**src/adcc_consts.svh**
```systemverilog
// offsets, field positions, reset values and timing counts for the converter control block
`ifndef ADCC_CONSTS_SVH
`define ADCC_CONSTS_SVH
`define ADCC_OFF_CTRL 12'h000
`define ADCC_OFF_CORE 12'h004
`define ADCC_OFF_FMT 12'h008
`define ADCC_OFF_DMA 12'h00C
`define ADCC_CTRL_MASK 16'hB7FF
`define ADCC_CTRL_RESET 16'h0000
`define ADCC_BIT_ON 15
`define ADCC_BIT_IDLE 13
`define ADCC_BIT_DMA 12
`define ADCC_BIT_RES 10
`define ADCC_BIT_SIM 3
`define ADCC_BIT_AUTO_SAMPLE_START 2
`define ADCC_BIT_SAMPLE_HOLD_BIT 1
`define ADCC_BIT_DONE 0
`define ADCC_AUTO_CNT 8'h0F
`endif

```
**src/adcc_pkg.sv**
```systemverilog
// types for the converter control block
package adcc_pkg;
  typedef enum logic [2:0]
  {
    ADCC_SRC_MANUAL = 3'b000,
    ADCC_SRC_EXTINT = 3'b001,
    ADCC_SRC_TIMA = 3'b010,
    ADCC_SRC_RSV3 = 3'b011,
    ADCC_SRC_TIMB = 3'b100,
    ADCC_SRC_RSV5 = 3'b101,
    ADCC_SRC_RSV6 = 3'b110,
    ADCC_SRC_AUTO = 3'b111
  } adcc_src_t;
  typedef struct packed
  {
    logic sample;
    logic convert;
    logic twelve_bit;
  } adcc_core_t;
  typedef struct packed
  {
    logic [11:0] result;
    logic [3:0] analog_index;
    logic [3:0] buf_size_log2;
    logic [7:0] order_addr;
  } adcc_core_in_t;
endpackage

```
**src/adcc_top.sv**
```systemverilog
// converter control register one with apb access and conversion start logic
// Notes on behaviour
// adc_on high runs the module; low stops all sampling and conversion.
// idle_stop high halts the module while the device idles.
// dma_build_order high gives dma the same address as own result buffer.
// dma_build_order low gives scatter/gather address from input index and size.
// resolution_select high means 12-bit single channel, low 10-bit four channel.
// 10-bit: format 00 zero-extends, 01 fills top six with inverted bit 9.
// 12-bit: format 00 zero-extends, 01 fills top four with inverted bit 11.
// software must not use output_format codes 10 or 11.
// trigger source 111: internal counter ends sampling and starts conversion.
// source 100: timer five for instance one, timer three for instance two.
// source 010: timer three for instance one, timer five for instance two.
// source 001: active edge on external interrupt zero pin starts conversion.
// source 000: clearing sample_hold_bit ends sampling, starts conversion.
// software must not use trigger source codes 110, 101 or 011.
// bits 14 and 11 read zero and ignore writes.
// all implemented fields reset to zero.
`timescale 1ns/1ps
`include "adcc_consts.svh"
module adcc_top
  import adcc_pkg::*;
#(
  parameter bit INSTANCE_TWO = 1'b0
)
(
  input wire logic clk_in,
  input wire logic rst_in,
  input wire logic ce_in,
  input wire logic psel_in,
  input wire logic penable_in,
  input wire logic pwrite_in,
  input wire logic [11:0] paddr_in,
  input wire logic [31:0] pwdata_in,
  input wire logic [3:0] pstrb_in,
  output logic [31:0] prdata_out,
  output logic pready_out,
  output logic pslverr_out,
  input wire logic idle_mode_in,
  input wire logic timer_three_in,
  input wire logic timer_five_in,
  input wire logic external_interrupt_zero_pin_in,
  input wire logic core_done_in,
  input wire adcc_core_in_t core_in,
  output adcc_core_t core_out,
  output logic [15:0] data_out,
  output logic [7:0] dma_addr_out
);
  logic [1:0] pin_sync_r;
  logic [1:0] pin_sync_nxt;
  logic pin_prev_r;
  logic pin_prev_nxt;
  logic [15:0] ctrl_r;
  logic [15:0] ctrl_nxt;
  logic [7:0] cnt_r;
  logic [7:0] cnt_nxt;
  logic conv_r;
  logic conv_nxt;
  logic [31:0] prdata_r;
  logic [31:0] prdata_nxt;
  logic pready_r;
  logic pready_nxt;
  logic pslverr_r;
  logic pslverr_nxt;
  logic [15:0] data_r;
  logic [15:0] data_nxt;
  logic [7:0] dma_r;
  logic [7:0] dma_nxt;
  logic running;
  logic trig;
  logic wr_ctrl;
  logic apb_acc;
  adcc_src_t src;
  logic run_gate;
  logic start;
  logic finish;

  function automatic logic hit(input logic [11:0] a, input logic [11:0] off);
    hit = (a == off);
  endfunction

  function automatic logic [15:0] fmt_result(input logic [11:0] d, input logic twelve,
                                             input logic [1:0] fmt);
    logic [15:0] v;
    v = 16'h0000;
    if (twelve)
    begin
      // twelve bit justify
      v = (fmt == 2'b01) ? {{4{~d[11]}}, d} : {4'h0, d};
    end
    else
    begin
      // ten bit justify
      v = (fmt == 2'b01) ? {{6{~d[9]}}, d[9:0]} : {6'h00, d[9:0]};
    end
    fmt_result = v;
  endfunction

  assign src = adcc_src_t'(ctrl_r[7:5]);
  // run gating
  assign running = ctrl_r[`ADCC_BIT_ON] & ~(ctrl_r[`ADCC_BIT_IDLE] & idle_mode_in);
  assign apb_acc = psel_in & penable_in & ~pready_r;
  assign wr_ctrl = apb_acc & pwrite_in & hit(paddr_in, `ADCC_OFF_CTRL);
  // every source needs an armed sample, manual included
  assign start = trig & ctrl_r[`ADCC_BIT_SAMPLE_HOLD_BIT];
  assign finish = conv_r & core_done_in;

  always_comb
  begin
    trig = 1'b0;
    unique case (src)
      // manual clear of sample
      ADCC_SRC_MANUAL: trig = wr_ctrl & pstrb_in[0] & ctrl_r[`ADCC_BIT_SAMPLE_HOLD_BIT]
                              & ~pwdata_in[`ADCC_BIT_SAMPLE_HOLD_BIT];
      // rising pin edge
      ADCC_SRC_EXTINT: trig = pin_sync_r[1] & ~pin_prev_r;
      // timer select a
      ADCC_SRC_TIMA: trig = INSTANCE_TWO ? timer_five_in : timer_three_in;
      // timer select b
      ADCC_SRC_TIMB: trig = INSTANCE_TWO ? timer_three_in : timer_five_in;
      // internal counter expiry
      ADCC_SRC_AUTO: trig = (cnt_r == `ADCC_AUTO_CNT);
      // reserved codes never start a conversion
      default: trig = 1'b0;
    endcase
  end

  // pin idles low and edge memory resets low, so no false edge after reset
  always_comb
  begin
    pin_sync_nxt = {pin_sync_r[0], external_interrupt_zero_pin_in};
    pin_prev_nxt = pin_sync_r[1];
  end

  always_ff @(posedge clk_in or posedge rst_in)
  begin
    if (rst_in)
    begin
      pin_sync_r <= 2'b00;
      pin_prev_r <= 1'b0;
    end
    else if (ce_in)
    begin
      pin_sync_r <= pin_sync_nxt;
      pin_prev_r <= pin_prev_nxt;
    end
  end

  always_comb
  begin
    ctrl_nxt = ctrl_r;
    if (wr_ctrl)
    begin
      // unimplemented bits masked
      if (pstrb_in[1])
        ctrl_nxt[15:8] = pwdata_in[15:8];
      if (pstrb_in[0])
        ctrl_nxt[7:0] = {pwdata_in[7:5], 1'b0, pwdata_in[3:1], ctrl_r[0] & pwdata_in[0]};
      ctrl_nxt = ctrl_nxt & `ADCC_CTRL_MASK;
    end
    // judged on the new value so one write can switch on and arm sampling
    run_gate = ctrl_nxt[`ADCC_BIT_ON] & ~(ctrl_nxt[`ADCC_BIT_IDLE] & idle_mode_in);
    if (!run_gate)
    begin
      // off or idle-stopped drops sampling
      ctrl_nxt[`ADCC_BIT_SAMPLE_HOLD_BIT] = 1'b0;
    end
    else
    begin
      if (start)
        ctrl_nxt[`ADCC_BIT_SAMPLE_HOLD_BIT] = 1'b0;
      if (finish)
      begin
        // hardware set of done wins over the software clear
        ctrl_nxt[`ADCC_BIT_DONE] = 1'b1;
        ctrl_nxt[`ADCC_BIT_SAMPLE_HOLD_BIT] = ctrl_r[`ADCC_BIT_AUTO_SAMPLE_START];
      end
    end
  end

  always_comb
  begin
    cnt_nxt = 8'h00;
    conv_nxt = conv_r;
    if (!run_gate)
      conv_nxt = 1'b0;
    else
    begin
      // sampling time counted only in auto mode
      if (ctrl_nxt[`ADCC_BIT_SAMPLE_HOLD_BIT] && src == ADCC_SRC_AUTO)
        cnt_nxt = (cnt_r == `ADCC_AUTO_CNT) ? 8'h00 : cnt_r + 8'h01;
      if (start)
        conv_nxt = 1'b1;
      if (finish)
        conv_nxt = 1'b0;
    end
  end

  always_comb
  begin
    data_nxt = data_r;
    dma_nxt = dma_r;
    if (run_gate && finish)
    begin
      data_nxt = fmt_result(core_in.result, ctrl_r[`ADCC_BIT_RES], ctrl_r[9:8]);
      // dma address mode, widened before the shift
      dma_nxt = ctrl_r[`ADCC_BIT_DMA] ? core_in.order_addr
              : {4'h0, core_in.analog_index} << core_in.buf_size_log2;
    end
  end

  always_comb
  begin
    prdata_nxt = prdata_r;
    pslverr_nxt = 1'b0;
    pready_nxt = apb_acc;
    if (apb_acc && !pwrite_in)
    begin
      prdata_nxt = 32'h0000_0000;
      if (hit(paddr_in, `ADCC_OFF_CTRL))
        prdata_nxt = {16'h0000, ctrl_r};
      else if (hit(paddr_in, `ADCC_OFF_CORE))
        prdata_nxt = {29'h0, conv_r, running, trig};
      else if (hit(paddr_in, `ADCC_OFF_FMT))
        prdata_nxt = {16'h0000, data_r};
      else if (hit(paddr_in, `ADCC_OFF_DMA))
        prdata_nxt = {24'h000000, dma_r};
      else
        pslverr_nxt = 1'b1;
    end
    else if (apb_acc && !hit(paddr_in, `ADCC_OFF_CTRL))
      pslverr_nxt = 1'b1;
  end

  always_ff @(posedge clk_in or posedge rst_in)
  begin
    if (rst_in)
    begin
      // zero at reset
      ctrl_r <= `ADCC_CTRL_RESET;
    end
    else if (ce_in)
    begin
      ctrl_r <= ctrl_nxt;
    end
  end

  always_ff @(posedge clk_in or posedge rst_in)
  begin
    if (rst_in)
    begin
      cnt_r <= 8'h00;
      conv_r <= 1'b0;
    end
    else if (ce_in)
    begin
      cnt_r <= cnt_nxt;
      conv_r <= conv_nxt;
    end
  end

  always_ff @(posedge clk_in or posedge rst_in)
  begin
    if (rst_in)
    begin
      data_r <= 16'h0000;
      dma_r <= 8'h00;
    end
    else if (ce_in)
    begin
      data_r <= data_nxt;
      dma_r <= dma_nxt;
    end
  end

  // ready one wait state while ce_in stays high, simple to check at the cost of speed
  always_ff @(posedge clk_in or posedge rst_in)
  begin
    if (rst_in)
    begin
      prdata_r <= 32'h0000_0000;
      pready_r <= 1'b0;
      pslverr_r <= 1'b0;
    end
    else if (ce_in)
    begin
      prdata_r <= prdata_nxt;
      pready_r <= pready_nxt;
      pslverr_r <= pslverr_nxt;
    end
  end

  assign prdata_out = prdata_r;
  assign pready_out = pready_r;
  assign pslverr_out = pslverr_r;
  assign data_out = data_r;
  assign dma_addr_out = dma_r;
  // resolution to core
  assign core_out = '{sample: ctrl_r[`ADCC_BIT_SAMPLE_HOLD_BIT], convert: conv_r,
                      twelve_bit: ctrl_r[`ADCC_BIT_RES]};
endmodule

```
**config.mk**
```make
export PLATFORM = sky130hd
export DESIGN_NAME = adcc_top
export DESIGN_NICKNAME = d
export VERILOG_FILES = /design/src/adcc_pkg.sv /design/src/adcc_top.sv
export VERILOG_INCLUDE_DIRS = /design/src
export SDC_FILE = /design/constraint.sdc
export NUM_CORES = 1
export LEC_CHECK = 0
export ABC_AREA = 1
export BUFFER_PORTS_ARGS = -buffer_cell sky130_fd_sc_hd__buf_2
export CAP_MARGIN = 10
export CORE_MARGIN = 2
export CORE_UTILIZATION = 35
export DETAILED_ROUTE_END_ITERATION = 7
export HOLD_SLACK_MARGIN = 0.12
export PLACE_DENSITY = 0.58
export SYNTH_ARGS = -nofsm -noshare
export SYNTH_HDL_FRONTEND = slang
export SYNTH_SLANG_ARGS = --single-unit
```
**constraint.sdc**
```tcl
create_clock -name clk_in -period 3.48 [get_ports clk_in]
set_input_delay 0.696 -clock clk_in [delete_from_list [all_inputs] [get_ports clk_in]]
set_output_delay 0.696 -clock clk_in [all_outputs]
set_load 0.02 [all_outputs]
```
==> results of run 1 <==
## cell usage after synthesis, drive strengths merged
master,n,share of area
nand2,126,0.13
o22a,3,0.0072
o21a,2,0.0041
buf,31,0.065
o211ai,1,0.0021
a22oi,4,0.0082
nand3b,2,0.0041
conb,1,0.0010
o31ai,1,0.0021
o2111ai,2,0.0048
xnor2,1,0.0024
nor2,42,0.060
inv,53,0.055
xor2,3,0.0072
dfrtp,64,0.44
nor3,3,0.0041
o21ai,41,0.062
o311ai,1,0.0024
o221ai,4,0.0096
nand4,16,0.027
a21oi,18,0.025
clkbuf,3,0.0031
o22ai,4,0.0069
mux2,2,0.0062
a31oi,3,0.0051
ha,1,0.0034
nand3,30,0.048
clkinv,1,0.0010
## power groups by stage
| stage | clock network [mW] | logic [mW] | registers (mW) |
|---|---|---|---|
| floorplan | 0 | 0.126 | 0.821 |
| global placement | 0 | 0.220 | 0.802 |
| detailed placement | 0 | 0.223 | 0.802 |
| CTS | 0.656 | 0.223 | 0.788 |
| global route | 0.689 | 0.246 | 0.791 |
| finish | 0.642 | 0.221 | 0.787 |
## layer usage
metal	global-route usage	share of wire	wire [microns]
met5	0	0	0
met2	0.272	0.45	4430
met3	0.0429	0.076	744
met1	0.248	0.45	4370
met4	0.0752	0.023	221
## worst max-delay path: stages
cell and delay (ns):
buf_2 0.09, nor2_1 0.09, nand2_1 0.13, nor2_4 0.28, nand3_4 0.16, nand2_1 0.09, nand2_1 0.07, nand2_2 0.10
nand3_4 0.10, nor2_8 0.38, inv_4 0.15, nand2_1 0.11, o21ai_2 0.05
## sequential cells by signal (all words and copies together), names as in the netlist, 2 cells and up
register and flops:
prdata_out 16, ctrl_r 13, data_out 13, cnt_r 8, dma_addr_out 8, pin_sync_r 2
## cell type report
class / instances / area (sq um) / area share
flip-flops and latches: 64 / 1600 / 0.364
well taps: 136 / 170 / 0.0387
repair buffers: 113 / 573 / 0.130
inverters: 54 / 205 / 0.0467
multi-input cells: 326 / 1650 / 0.376
clock buffers: 10 / 138 / 0.0313
clock inverters: 5 / 56.3 / 0.0128
## final timing paths
path,slack [ns],endpoint,cells after the start
max,1.20,dma_addr_out[5]$_DFFE_PP0P_,13
min,0.32,cnt_r[7]$_DFFE_PP0P_,2
max reg2reg,1.40,dma_addr_out[5]$_DFFE_PP0P_,12
min reg2reg,0.48,prdata_out[0]$_DFFE_PP0P_,2
max in group asynchronous,2.22,ctrl_r[12]$_DFFE_PP0P_,3
min in group clk_in,0.48,prdata_out[0]$_DFFE_PP0P_,2
## cells by family after synthesis
| family | count (synthesis) |
|---|---|
| multiplexers | 2 |
| adder cells (fa/ha/maj) | 1 |
| buffers and inverters | 88 |
| AND/OR/NAND/NOR | 219 |
| flip-flops | 64 |
| AO/OA/AOI/OAI | 84 |
| XOR/XNOR | 4 |
| other | 1 |
==> impl_metrics.tcl, run 1 <==
set metrics [dict create \
    placed_cell_area_sq_um 4200 \
    pin_count 148 \
    finalNetCount 656 \
    setup_tns_ns 0 \
    syn_inst 463 \
    final_cell_mix "nand2_1 (122), buf_2 (110), dfrtp_1 (64)" \
    rsz0062_at_grt "no" \
    cp.required_ns 3.71 \
    cts_buffers 9 \
    p_sw_uw 458 \
    htree_num_levels 3 \
    synth_top_family_by_area "simple AND/OR/NAND/NOR gates" \
    clock_latency_ns 0.35 \
    sw_frac_of_total 0.278 \
    grt_overflow_total 0 \
    clock_path_buffers 2 \
    cts_root_buf "clkbuf_8" \
    synth-simple-area-share 0.277 \
    grt_pass1_vias 3185 \
    period_share 0.654 \
    pwr-share-comb 0.134 \
    ir_drop_v 0.000207 \
    avgSynthCellArea_sq_um 7.89 \
    synth_compound_area_frac 0.139 \
    ant_nets 0 \
    synth_cell_types 40 \
    muxShareOfSynthArea 0.00617 \
    clock_skew_ns 0.0138 \
    dp_hpwl_microns 7570 \
    layoutNonFillerInstCount 708 \
    clockPowerShare 0.389 \
    cp_max_fo 32 \
    reg2reg_from "pready_out$_DFFE_PP0P_" \
    yosysWarnings 0 \
    die_area_sq_um 11300 \
    ctsHoldBuffers 0 \
    nFillCells 1057 \
    grt_pass1_wl_microns 15800 \
    hold_path_class "in2async" \
    power_frac_seq 0.477 \
    leakagePower_nw 2.37 \
    drv_slew 0 \
    cap_violations 0 \
    cts_setup_buffers 0 \
    die_w_microns 106 \
    period_minus_slack_ns 2.28 \
    hold_ws_ns 0.323 \
    drcViolationCount 0 \
    fin_area_sq_um 4400 \
    grt_usage 0.180 \
    synthAdderAreaFrac 0.00343 \
    status "finished clean" \
    p_int_mw 1.19 \
    wl_per_cell_microns 13.8 \
    dr.first_iter.drc_count 197 \
    powerDensity_nw_per_um2 375 \
    synth_area_sq_um 3650 \
    power.total_mw 1.65 \
    final_common_cell "nand2_1" \
    maxSlewHeadroom 0.609 \
    antenna_found_initial 1 \
    num_rows 37 \
    max_freq_ghz 0.439 \
    clkTransAtPathRegs_ns 0.08 \
    drt-total-wl_microns 9770 \
    port_buffers 110 \
    ys_ff_latch 64 \
    start_util 0.357 \
    avgViaCountPerCell 4.73 \
    routabilityCongestion 0.825 \
    startpoint_type "input port" \
    setup_viol 0 \
    ys_seq_area_frac 0.439 \
    via_count 3350 \
    dr.pass1.iters 4 \
    postCtsResizedCells 0 \
    setup_ws_ns 1.20 \
    drive_above_1_share 0.264 \
    die_h_microns 106 \
    diodes 0 \
    hold_violations 0 \
    grt_max_degree 47 \
    syn2layout_area_growth_pct 20.4 \
    placedCellCount 693 \
    startpoint "paddr_in[9]" \
    synthXorXnorAreaFrac 0.00959 \
    coreArea_sq_um 10200 \
    crit_arrival_ns 2.50 \
    fin_util 0.430 \
    crit_type "in2reg" \
    critPathCaptureType "flip-flop" \
    cts_sinks 64 \
    worstMarginPinSlew_ns 0.586 \
    place_ws_ns 0.824 \
    tritoncts "yes" \
]
Note: power is estimated with default switching activity, not from simulation.
==> run 2: changes to the inputs <==
--- a/config.mk
+++ b/config.mk
@@ -6,14 +6,14 @@
 export SDC_FILE = /design/constraint.sdc
 export NUM_CORES = 1
 export LEC_CHECK = 0
-export ABC_AREA = 1
+export ABC_AREA = 0
 export BUFFER_PORTS_ARGS = -buffer_cell sky130_fd_sc_hd__buf_2
 export CAP_MARGIN = 10
 export CORE_MARGIN = 2
 export CORE_UTILIZATION = 35
 export DETAILED_ROUTE_END_ITERATION = 7
 export HOLD_SLACK_MARGIN = 0.12
-export PLACE_DENSITY = 0.58
+export PLACE_DENSITY = 0.61
 export SYNTH_ARGS = -nofsm -noshare
 export SYNTH_HDL_FRONTEND = slang
 export SYNTH_SLANG_ARGS = --single-unit
==> constraint.sdc (replaced) <==
create_clock -name clk_in -period 1.9 [get_ports clk_in]
set_input_delay 0.38 -clock clk_in [delete_from_list [all_inputs] [get_ports clk_in]]
set_output_delay 0.38 -clock clk_in [all_outputs]
set_load 0.02 [all_outputs]
==> run 2 against run 1 <==
  * The run now ends with negative setup slack left
  * Routed wire length increased by 2.7%
  * Sequential cell count unchanged
  * Clock skew decreased by 0.0042 ns
  * Hold slack got worse by 0.060 ns
  * Sequential share of layout area decreased by 4.1 points
  * First-iteration DRC count decreased by 11%
  * Clock power increased by 85%
  * Global-route usage increased by 0.54 points
  * Via count decreased by 4.9%
  * Largest cell class unchanged
  * Largest power group unchanged
  * Highest routed layer unchanged
==> impl_metrics.tcl, run 2 <==
set metrics [dict create \
    status "finished, violations left" \
    failed_checks "negative setup slack" \
    crit_arrival_ns 2.32 \
    final_cell_mix "buf_2 (110), dfrtp_1 (64), buf_4 (39)" \
    synth.top_cell.area_share 0.456 \
    synth_edf_count 0 \
    diodes 0 \
    startpoint_type "flip-flop" \
    cts_root_buf "clkbuf_8" \
    synth_top_cell_by_area "dfrtp_1" \
    num_rows 36 \
    clkTransAtPathRegs_ns 0.08 \
    synthTopCellsByCount "dfrtp_1 (64), nand2_1 (36), mux2_2 (25), nor2_1 (25), buf_4 (24)" \
    clock_latency_ns 0.34 \
    cts_sinks 64 \
    period_minus_slack_ns 2.09 \
    coreArea_sq_um 9770 \
    yosysMostFrequentCell "dfrtp_1" \
    grt_pass1_wl_microns 15900 \
    cp_max_fo 2 \
    crit_type "reg2reg" \
    grt_usage 0.186 \
    period_share 1.10 \
    rr_worst_depth 7 \
    via_count 3187 \
    min_to "ctrl_r[7]$_DFFE_PP0P_" \
    tritoncts "yes" \
    worstHoldPathCells 2 \
    syn2layout_area_growth_pct 41.1 \
    die_area_sq_um 10900 \
    largest_reg_flops 16 \
    avgViaCountPerCell 5.07 \
    ys_ff_latch 64 \
    grt_pass1_vias 3127 \
    final_common_cell "buf_2" \
    dr.first_iter.drc_count 176 \
    ys_seq_area_frac 0.456 \
    maxSlewHeadroom 0.630 \
    cp.required_ns 2.13 \
    die_w_microns 104 \
    yosysWarnings 0 \
    critPathCaptureType "flip-flop" \
    setup_viol 11 \
    cts_buffers 9 \
    fin_util 0.507 \
    ant_nets 0 \
    cp_top_family "compound AO/OA/AOI/OAI gates" \
    clock_skew_ns 0.00957 \
    syn_inst 336 \
    dr.pass1.iters 5 \
    synthTopCellsByArea "dfrtp_1 (46%), mux2_2 (8.0%), buf_4 (5.1%), nand2_1 (3.8%), a21oi_1 (2.7%)" \
    start_util 0.359 \
    hold_start "pwdata_in[7]" \
    htree_num_levels 3 \
    dp_hpwl_microns 7430 \
    drv_slew 0 \
    r2r_setup_slack_ns -0.19 \
    clock_path_buffers 2 \
    r2r_end "prdata_out[0]$_DFFE_PP0P_" \
    crit_slowest_cell "mux4_2" \
    wl_per_cell_microns 16.0 \
    ys.flop_type "dfrtp_1" \
    cp_cell_sequence "ha_2, and4b_1, a311oi_2, nor2_1, a41o_1, mux4_2, a22o_1" \
    drcViolationCount 0 \
    reg2reg_from "cnt_r[1]$_DFFE_PP0P_" \
    synth_cell_types 55 \
    rsz0062_at_grt "yes" \
    drive_above_1_share 0.509 \
    port_buffers 110 \
    cp_slowest_stage_delay_ns 0.46 \
    leakagePower_nw 2.44 \
    hold_path_class "in2reg" \
    hold_violations 0 \
    ir_drop_v 0.000261 \
    avgSynthCellArea_sq_um 10.5 \
    synthArstFlopShare 1.00 \
    synth_area_sq_um 3510 \
    grt_overflow_total 0 \
    max_freq_ghz 0.478 \
    antenna_found_initial 0 \
    cap_violations 0 \
    routabilityCongestion 0.819 \
    powerDensity_nw_per_um2 578 \
    pin_count 148 \
    setup_ws_ns -0.190 \
    grt_max_degree 26 \
    finalNetCount 578 \
    drt-total-wl_microns 10000 \
    setup_tns_ns -1.19 \
    die_h_microns 104 \
    worstMarginPinSlew_ns 0.548 \
    path_buf_inv 0 \
]
==> run 2: cell type report <==
| cell class | count | area (sq um) |
|---|---|---|
| fill | 905 | 4820 |
| sequential | 64 | 1600 |
| multi-input combinational | 241 | 1890 |
| clock buffer | 11 | 141 |
| timing repair buffer | 164 | 1060 |
| tap | 133 | 166 |
| clock inverter | 5 | 56.3 |
| inverter | 10 | 41.3 |
==> run 2: how the worst max path moves through the flow <==
stage	startpoint	endpoint	slack, ns	cells after the start
CTS	cnt_r[1]$_DFFE_PP0P_	prdata_out[0]$_DFFE_PP0P_	-0.19	7
global placement	idle_mode_in	data_out[7]$_DFFE_PP0P_	-0.24	7
finish	cnt_r[1]$_DFFE_PP0P_	prdata_out[0]$_DFFE_PP0P_	-0.19	7
global route	cnt_r[1]$_DFFE_PP0P_	prdata_out[0]$_DFFE_PP0P_	-0.26	7
detailed placement	paddr_in[9]	cnt_r[5]$_DFFE_PP0P_	-0.31	7
floorplan	cnt_r[1]$_DFFE_PP0P_	prdata_out[0]$_DFFE_PP0P_	-0.16	7
==> run 2: cell families (layout without fill, tap and decap cells) <==
group | Yosys count | count (layout) | synth area share
AND/OR/NAND/NOR | 106 | 106 | 0.163
AO/OA/AOI/OAI | 76 | 76 | 0.157
flip-flops | 64 | 64 | 0.456
buffers and inverters | 46 | 190 | 0.0776
multiplexers | 42 | 42 | 0.141
adder cells (fa/ha/maj) | 1 | 1 | 0.00356
other | 1 | 16 | 0.00107
==> run 2: per-layer routing <==
layer / global-route usage / routed length (microns) / part of all wire / vias to the layer above
li1: - / - / - / 1495
met1: 0.240 / 4340 / 0.43 / 1550
met2: 0.302 / 4870 / 0.48 / 122
met3: 0.0414 / 614 / 0.061 / 20
met4: 0.0763 / 212 / 0.021 / 0
met5: 0 / 0 / 0 / -
==> run 2: per-stage QoR <==
step	hold WS, ns	worst slack [ns]	cells	total power, mW	cell area, sq um
6_report	0.263	-0.190	628	2.87	4960
5_1_grt	0.258	-0.259	628	2.96	4960
4_1_cts	0.258	-0.188	627	2.87	4820
3_5_place_dp	0.448	-0.311	605	1.69	4470
3_3_place_gp	0.439	-0.243	605	1.68	4470
2_1_floorplan	0.475	-0.159	351	1.57	3600
==> run 2: timing repair <==
item | in CTS | in global routing
setup buffers | 5 | 3
hold endpoints to repair | 18 | 0
hold buffers | 1 | 0
gates resized for setup | 25 | 33
endpoints found under the setup margin | 26 | 29
pin swaps | 12 | 8
gates cloned | 1 | 1
==> run 2: power breakdown <==
part	switching [mW]	internal, mW
logic	0.173	0.121
registers	0.00693	1.37
clock network	0.551	0.640
total	0.730	2.14
==> run 3: changes to the inputs <==
--- a/config.mk
+++ b/config.mk
@@ -12,8 +12,10 @@
 export CORE_MARGIN = 2
 export CORE_UTILIZATION = 35
 export DETAILED_ROUTE_END_ITERATION = 7
+export GPL_TIMING_DRIVEN = 0
 export HOLD_SLACK_MARGIN = 0.12
 export PLACE_DENSITY = 0.61
+export SLEW_MARGIN = 20
 export SYNTH_ARGS = -nofsm -noshare
 export SYNTH_HDL_FRONTEND = slang
 export SYNTH_SLANG_ARGS = --single-unit
==> run 3 against run 2 <==
  * The flow still finishes with violations (negative setup slack)
  * Via count is 1.1% lower
  * Combinational power is 4% higher
  * Sequential cell count stayed put
  * Critical path type unchanged
==> impl_metrics.tcl, run 3 (synthesized netlist as in run 2, its figures left out) <==
set metrics [dict create \
    grt_usage 0.184 \
    dr.first_iter.drc_count 141 \
    drcViolationCount 0 \
    cp.required_ns 2.13 \
    cp_slowest_stage_delay_ns 0.45 \
    cts_buffers 9 \
    hold_violations 0 \
    period_share 1.13 \
    drt-total-wl_microns 10100 \
    crit_slowest_cell "mux4_2" \
    cts_root_buf "clkbuf_8" \
    use_met1 0.248 \
    setup_ws_ns -0.253 \
    cts_sinks 64 \
    place_ws_ns -0.539 \
    die_h_microns 104 \
    placedCellCount 595 \
    failed_checks "negative setup slack" \
    finalNetCount 580 \
    drv_slew 0 \
    clkTransAtPathRegs_ns 0.07 \
    grt_overflow_total 0 \
    ff_latch_area_sq_um 1600 \
    final_cell_mix "buf_2 (111), dfrtp_1 (64), nand2_1 (35)" \
    die_w_microns 104 \
    drive_above_1_share 0.509 \
    setup_viol 18 \
    routabilityCongestion 0.841 \
    powerDensity_nw_per_um2 579 \
    grt_pass1_wl_microns 15900 \
    multi_input_area_sq_um 1970 \
    cp_max_fo 3 \
    grt_util_met3 0.0395 \
    tritoncts "yes" \
    grt_pass1_vias 3107 \
    power.total_mw 2.89 \
    leakagePower_nw 2.44 \
    wl_per_cell_microns 16.0 \
    crit_type "reg2reg" \
    dp_hpwl_microns 7270 \
    htree_num_levels 3 \
    gr-max-usage-layer "met2" \
    final_common_cell "buf_2" \
    largest_reg_flops 16 \
    antenna_found_initial 0 \
    cap_violations 0 \
    clock_skew_ns 0.00666 \
    die_area_sq_um 10900 \
    grt_max_degree 34 \
    crit_arrival_ns 2.39 \
    max_freq_ghz 0.464 \
    port_buffers 109 \
    nFillCells 917 \
    via_count 3151 \
    clock_path_buffers 2 \
    rsz0062_at_grt "yes" \
    diodes 0 \
    fin_util 0.511 \
    startpoint_type "flip-flop" \
    cp_cell_sequence "ha_2, and4b_1, a311oi_2, nor2_1, a41o_1, mux4_2, a22o_1" \
    coreArea_sq_um 9770 \
    worstMarginPinSlew_ns 0.641 \
    dr.pass1.iters 5 \
    maxSlewHeadroom 0.569 \
    num_rows 36 \
    syn2layout_area_growth_pct 42.2 \
    clock_latency_ns 0.35 \
    critPathCaptureType "flip-flop" \
    status "finished, violations left" \
    hold_path_class "in2reg" \
    pin_count 148 \
    ant_nets 0 \
    ir_drop_v 0.000296 \
    layoutNonFillerInstCount 630 \
    setup_tns_ns -0.962 \
    met2_usage 0.300 \
    start_util 0.359 \
    avgViaCountPerCell 5.00 \
    period_minus_slack_ns 2.15 \
]
==> run 3: path summary, 6_finish.rpt <==
check                      slack [ns]  cells past startpoint                    endpoint                       start
max                             -0.25                      7   prdata_out[0]$_DFFE_PP0P_        cnt_r[0]$_DFFE_PP0P_
min                              0.26                      2     data_out[4]$_DFFE_PP0P_                 core_in[20]
max reg2reg                     -0.25                      7   prdata_out[0]$_DFFE_PP0P_        cnt_r[0]$_DFFE_PP0P_
min reg2reg                      0.48                      2  prdata_out[12]$_DFFE_PP0P_  prdata_out[12]$_DFFE_PP0P_
max in group asynchronous        0.86                      5     data_out[2]$_DFFE_PP0P_                      rst_in
min in group asynchronous        0.61                      4   prdata_out[8]$_DFFE_PP0P_                      rst_in
==> run 3: power breakdown <==
group / internal (mW) / total (mW) / switching [mW]
Clock: 0.675 / 1.21 / 0.531
Sequential: 1.38 / 1.38 / 0.00676
Combinational: 0.132 / 0.307 / 0.175
Total: 2.18 / 2.89 / 0.713
==> run 3: stage by stage <==
stage	hold WS (ns)	instance area, sq um
3_5_place_dp	0.434	4350
5_1_grt	0.255	5000
2_1_floorplan	0.475	3600
6_report	0.262	5000
3_3_place_gp	0.460	4310
4_1_cts	0.253	4740
==> run 3: timing repair <==
action / CTS / global route
gates resized for setup: 19 / 56
gates cloned: 2 / 0
hold endpoints to repair: 31 / 0
buffers inserted: 13 / 4
hold buffers: 1 / 0
setup endpoints to repair: 36 / 42
pin swaps: 9 / 8
==> run 3: critical path: cells and delay by family (launching register included) <==
| kind | cells | cell delay [ns] |
|---|---|---|
| AOI/OAI and AO/OA | 3 | 0.71 |
| muxes | 1 | 0.45 |
| DFF | 1 | 0.40 |
| and+or+nand+nor | 2 | 0.28 |
| adders and majority gates | 1 | 0.19 |
==> run 3: routing by layer <==
layer  vias to the layer above  share of wire
met5                         -              0
met4                         0          0.010
met3                        13          0.056
met2                       111           0.49
met1                      1518           0.45
li1                       1509              -
==> run 3: layout make-up <==
class,instances,area share
timing repair buffer,131,0.154
buffer,35,0.0503
multi-input combinational,241,0.393
tap,133,0.0333
clock inverter,3,0.00801
sequential,64,0.320
clock buffer,13,0.0318
inverter,10,0.00826
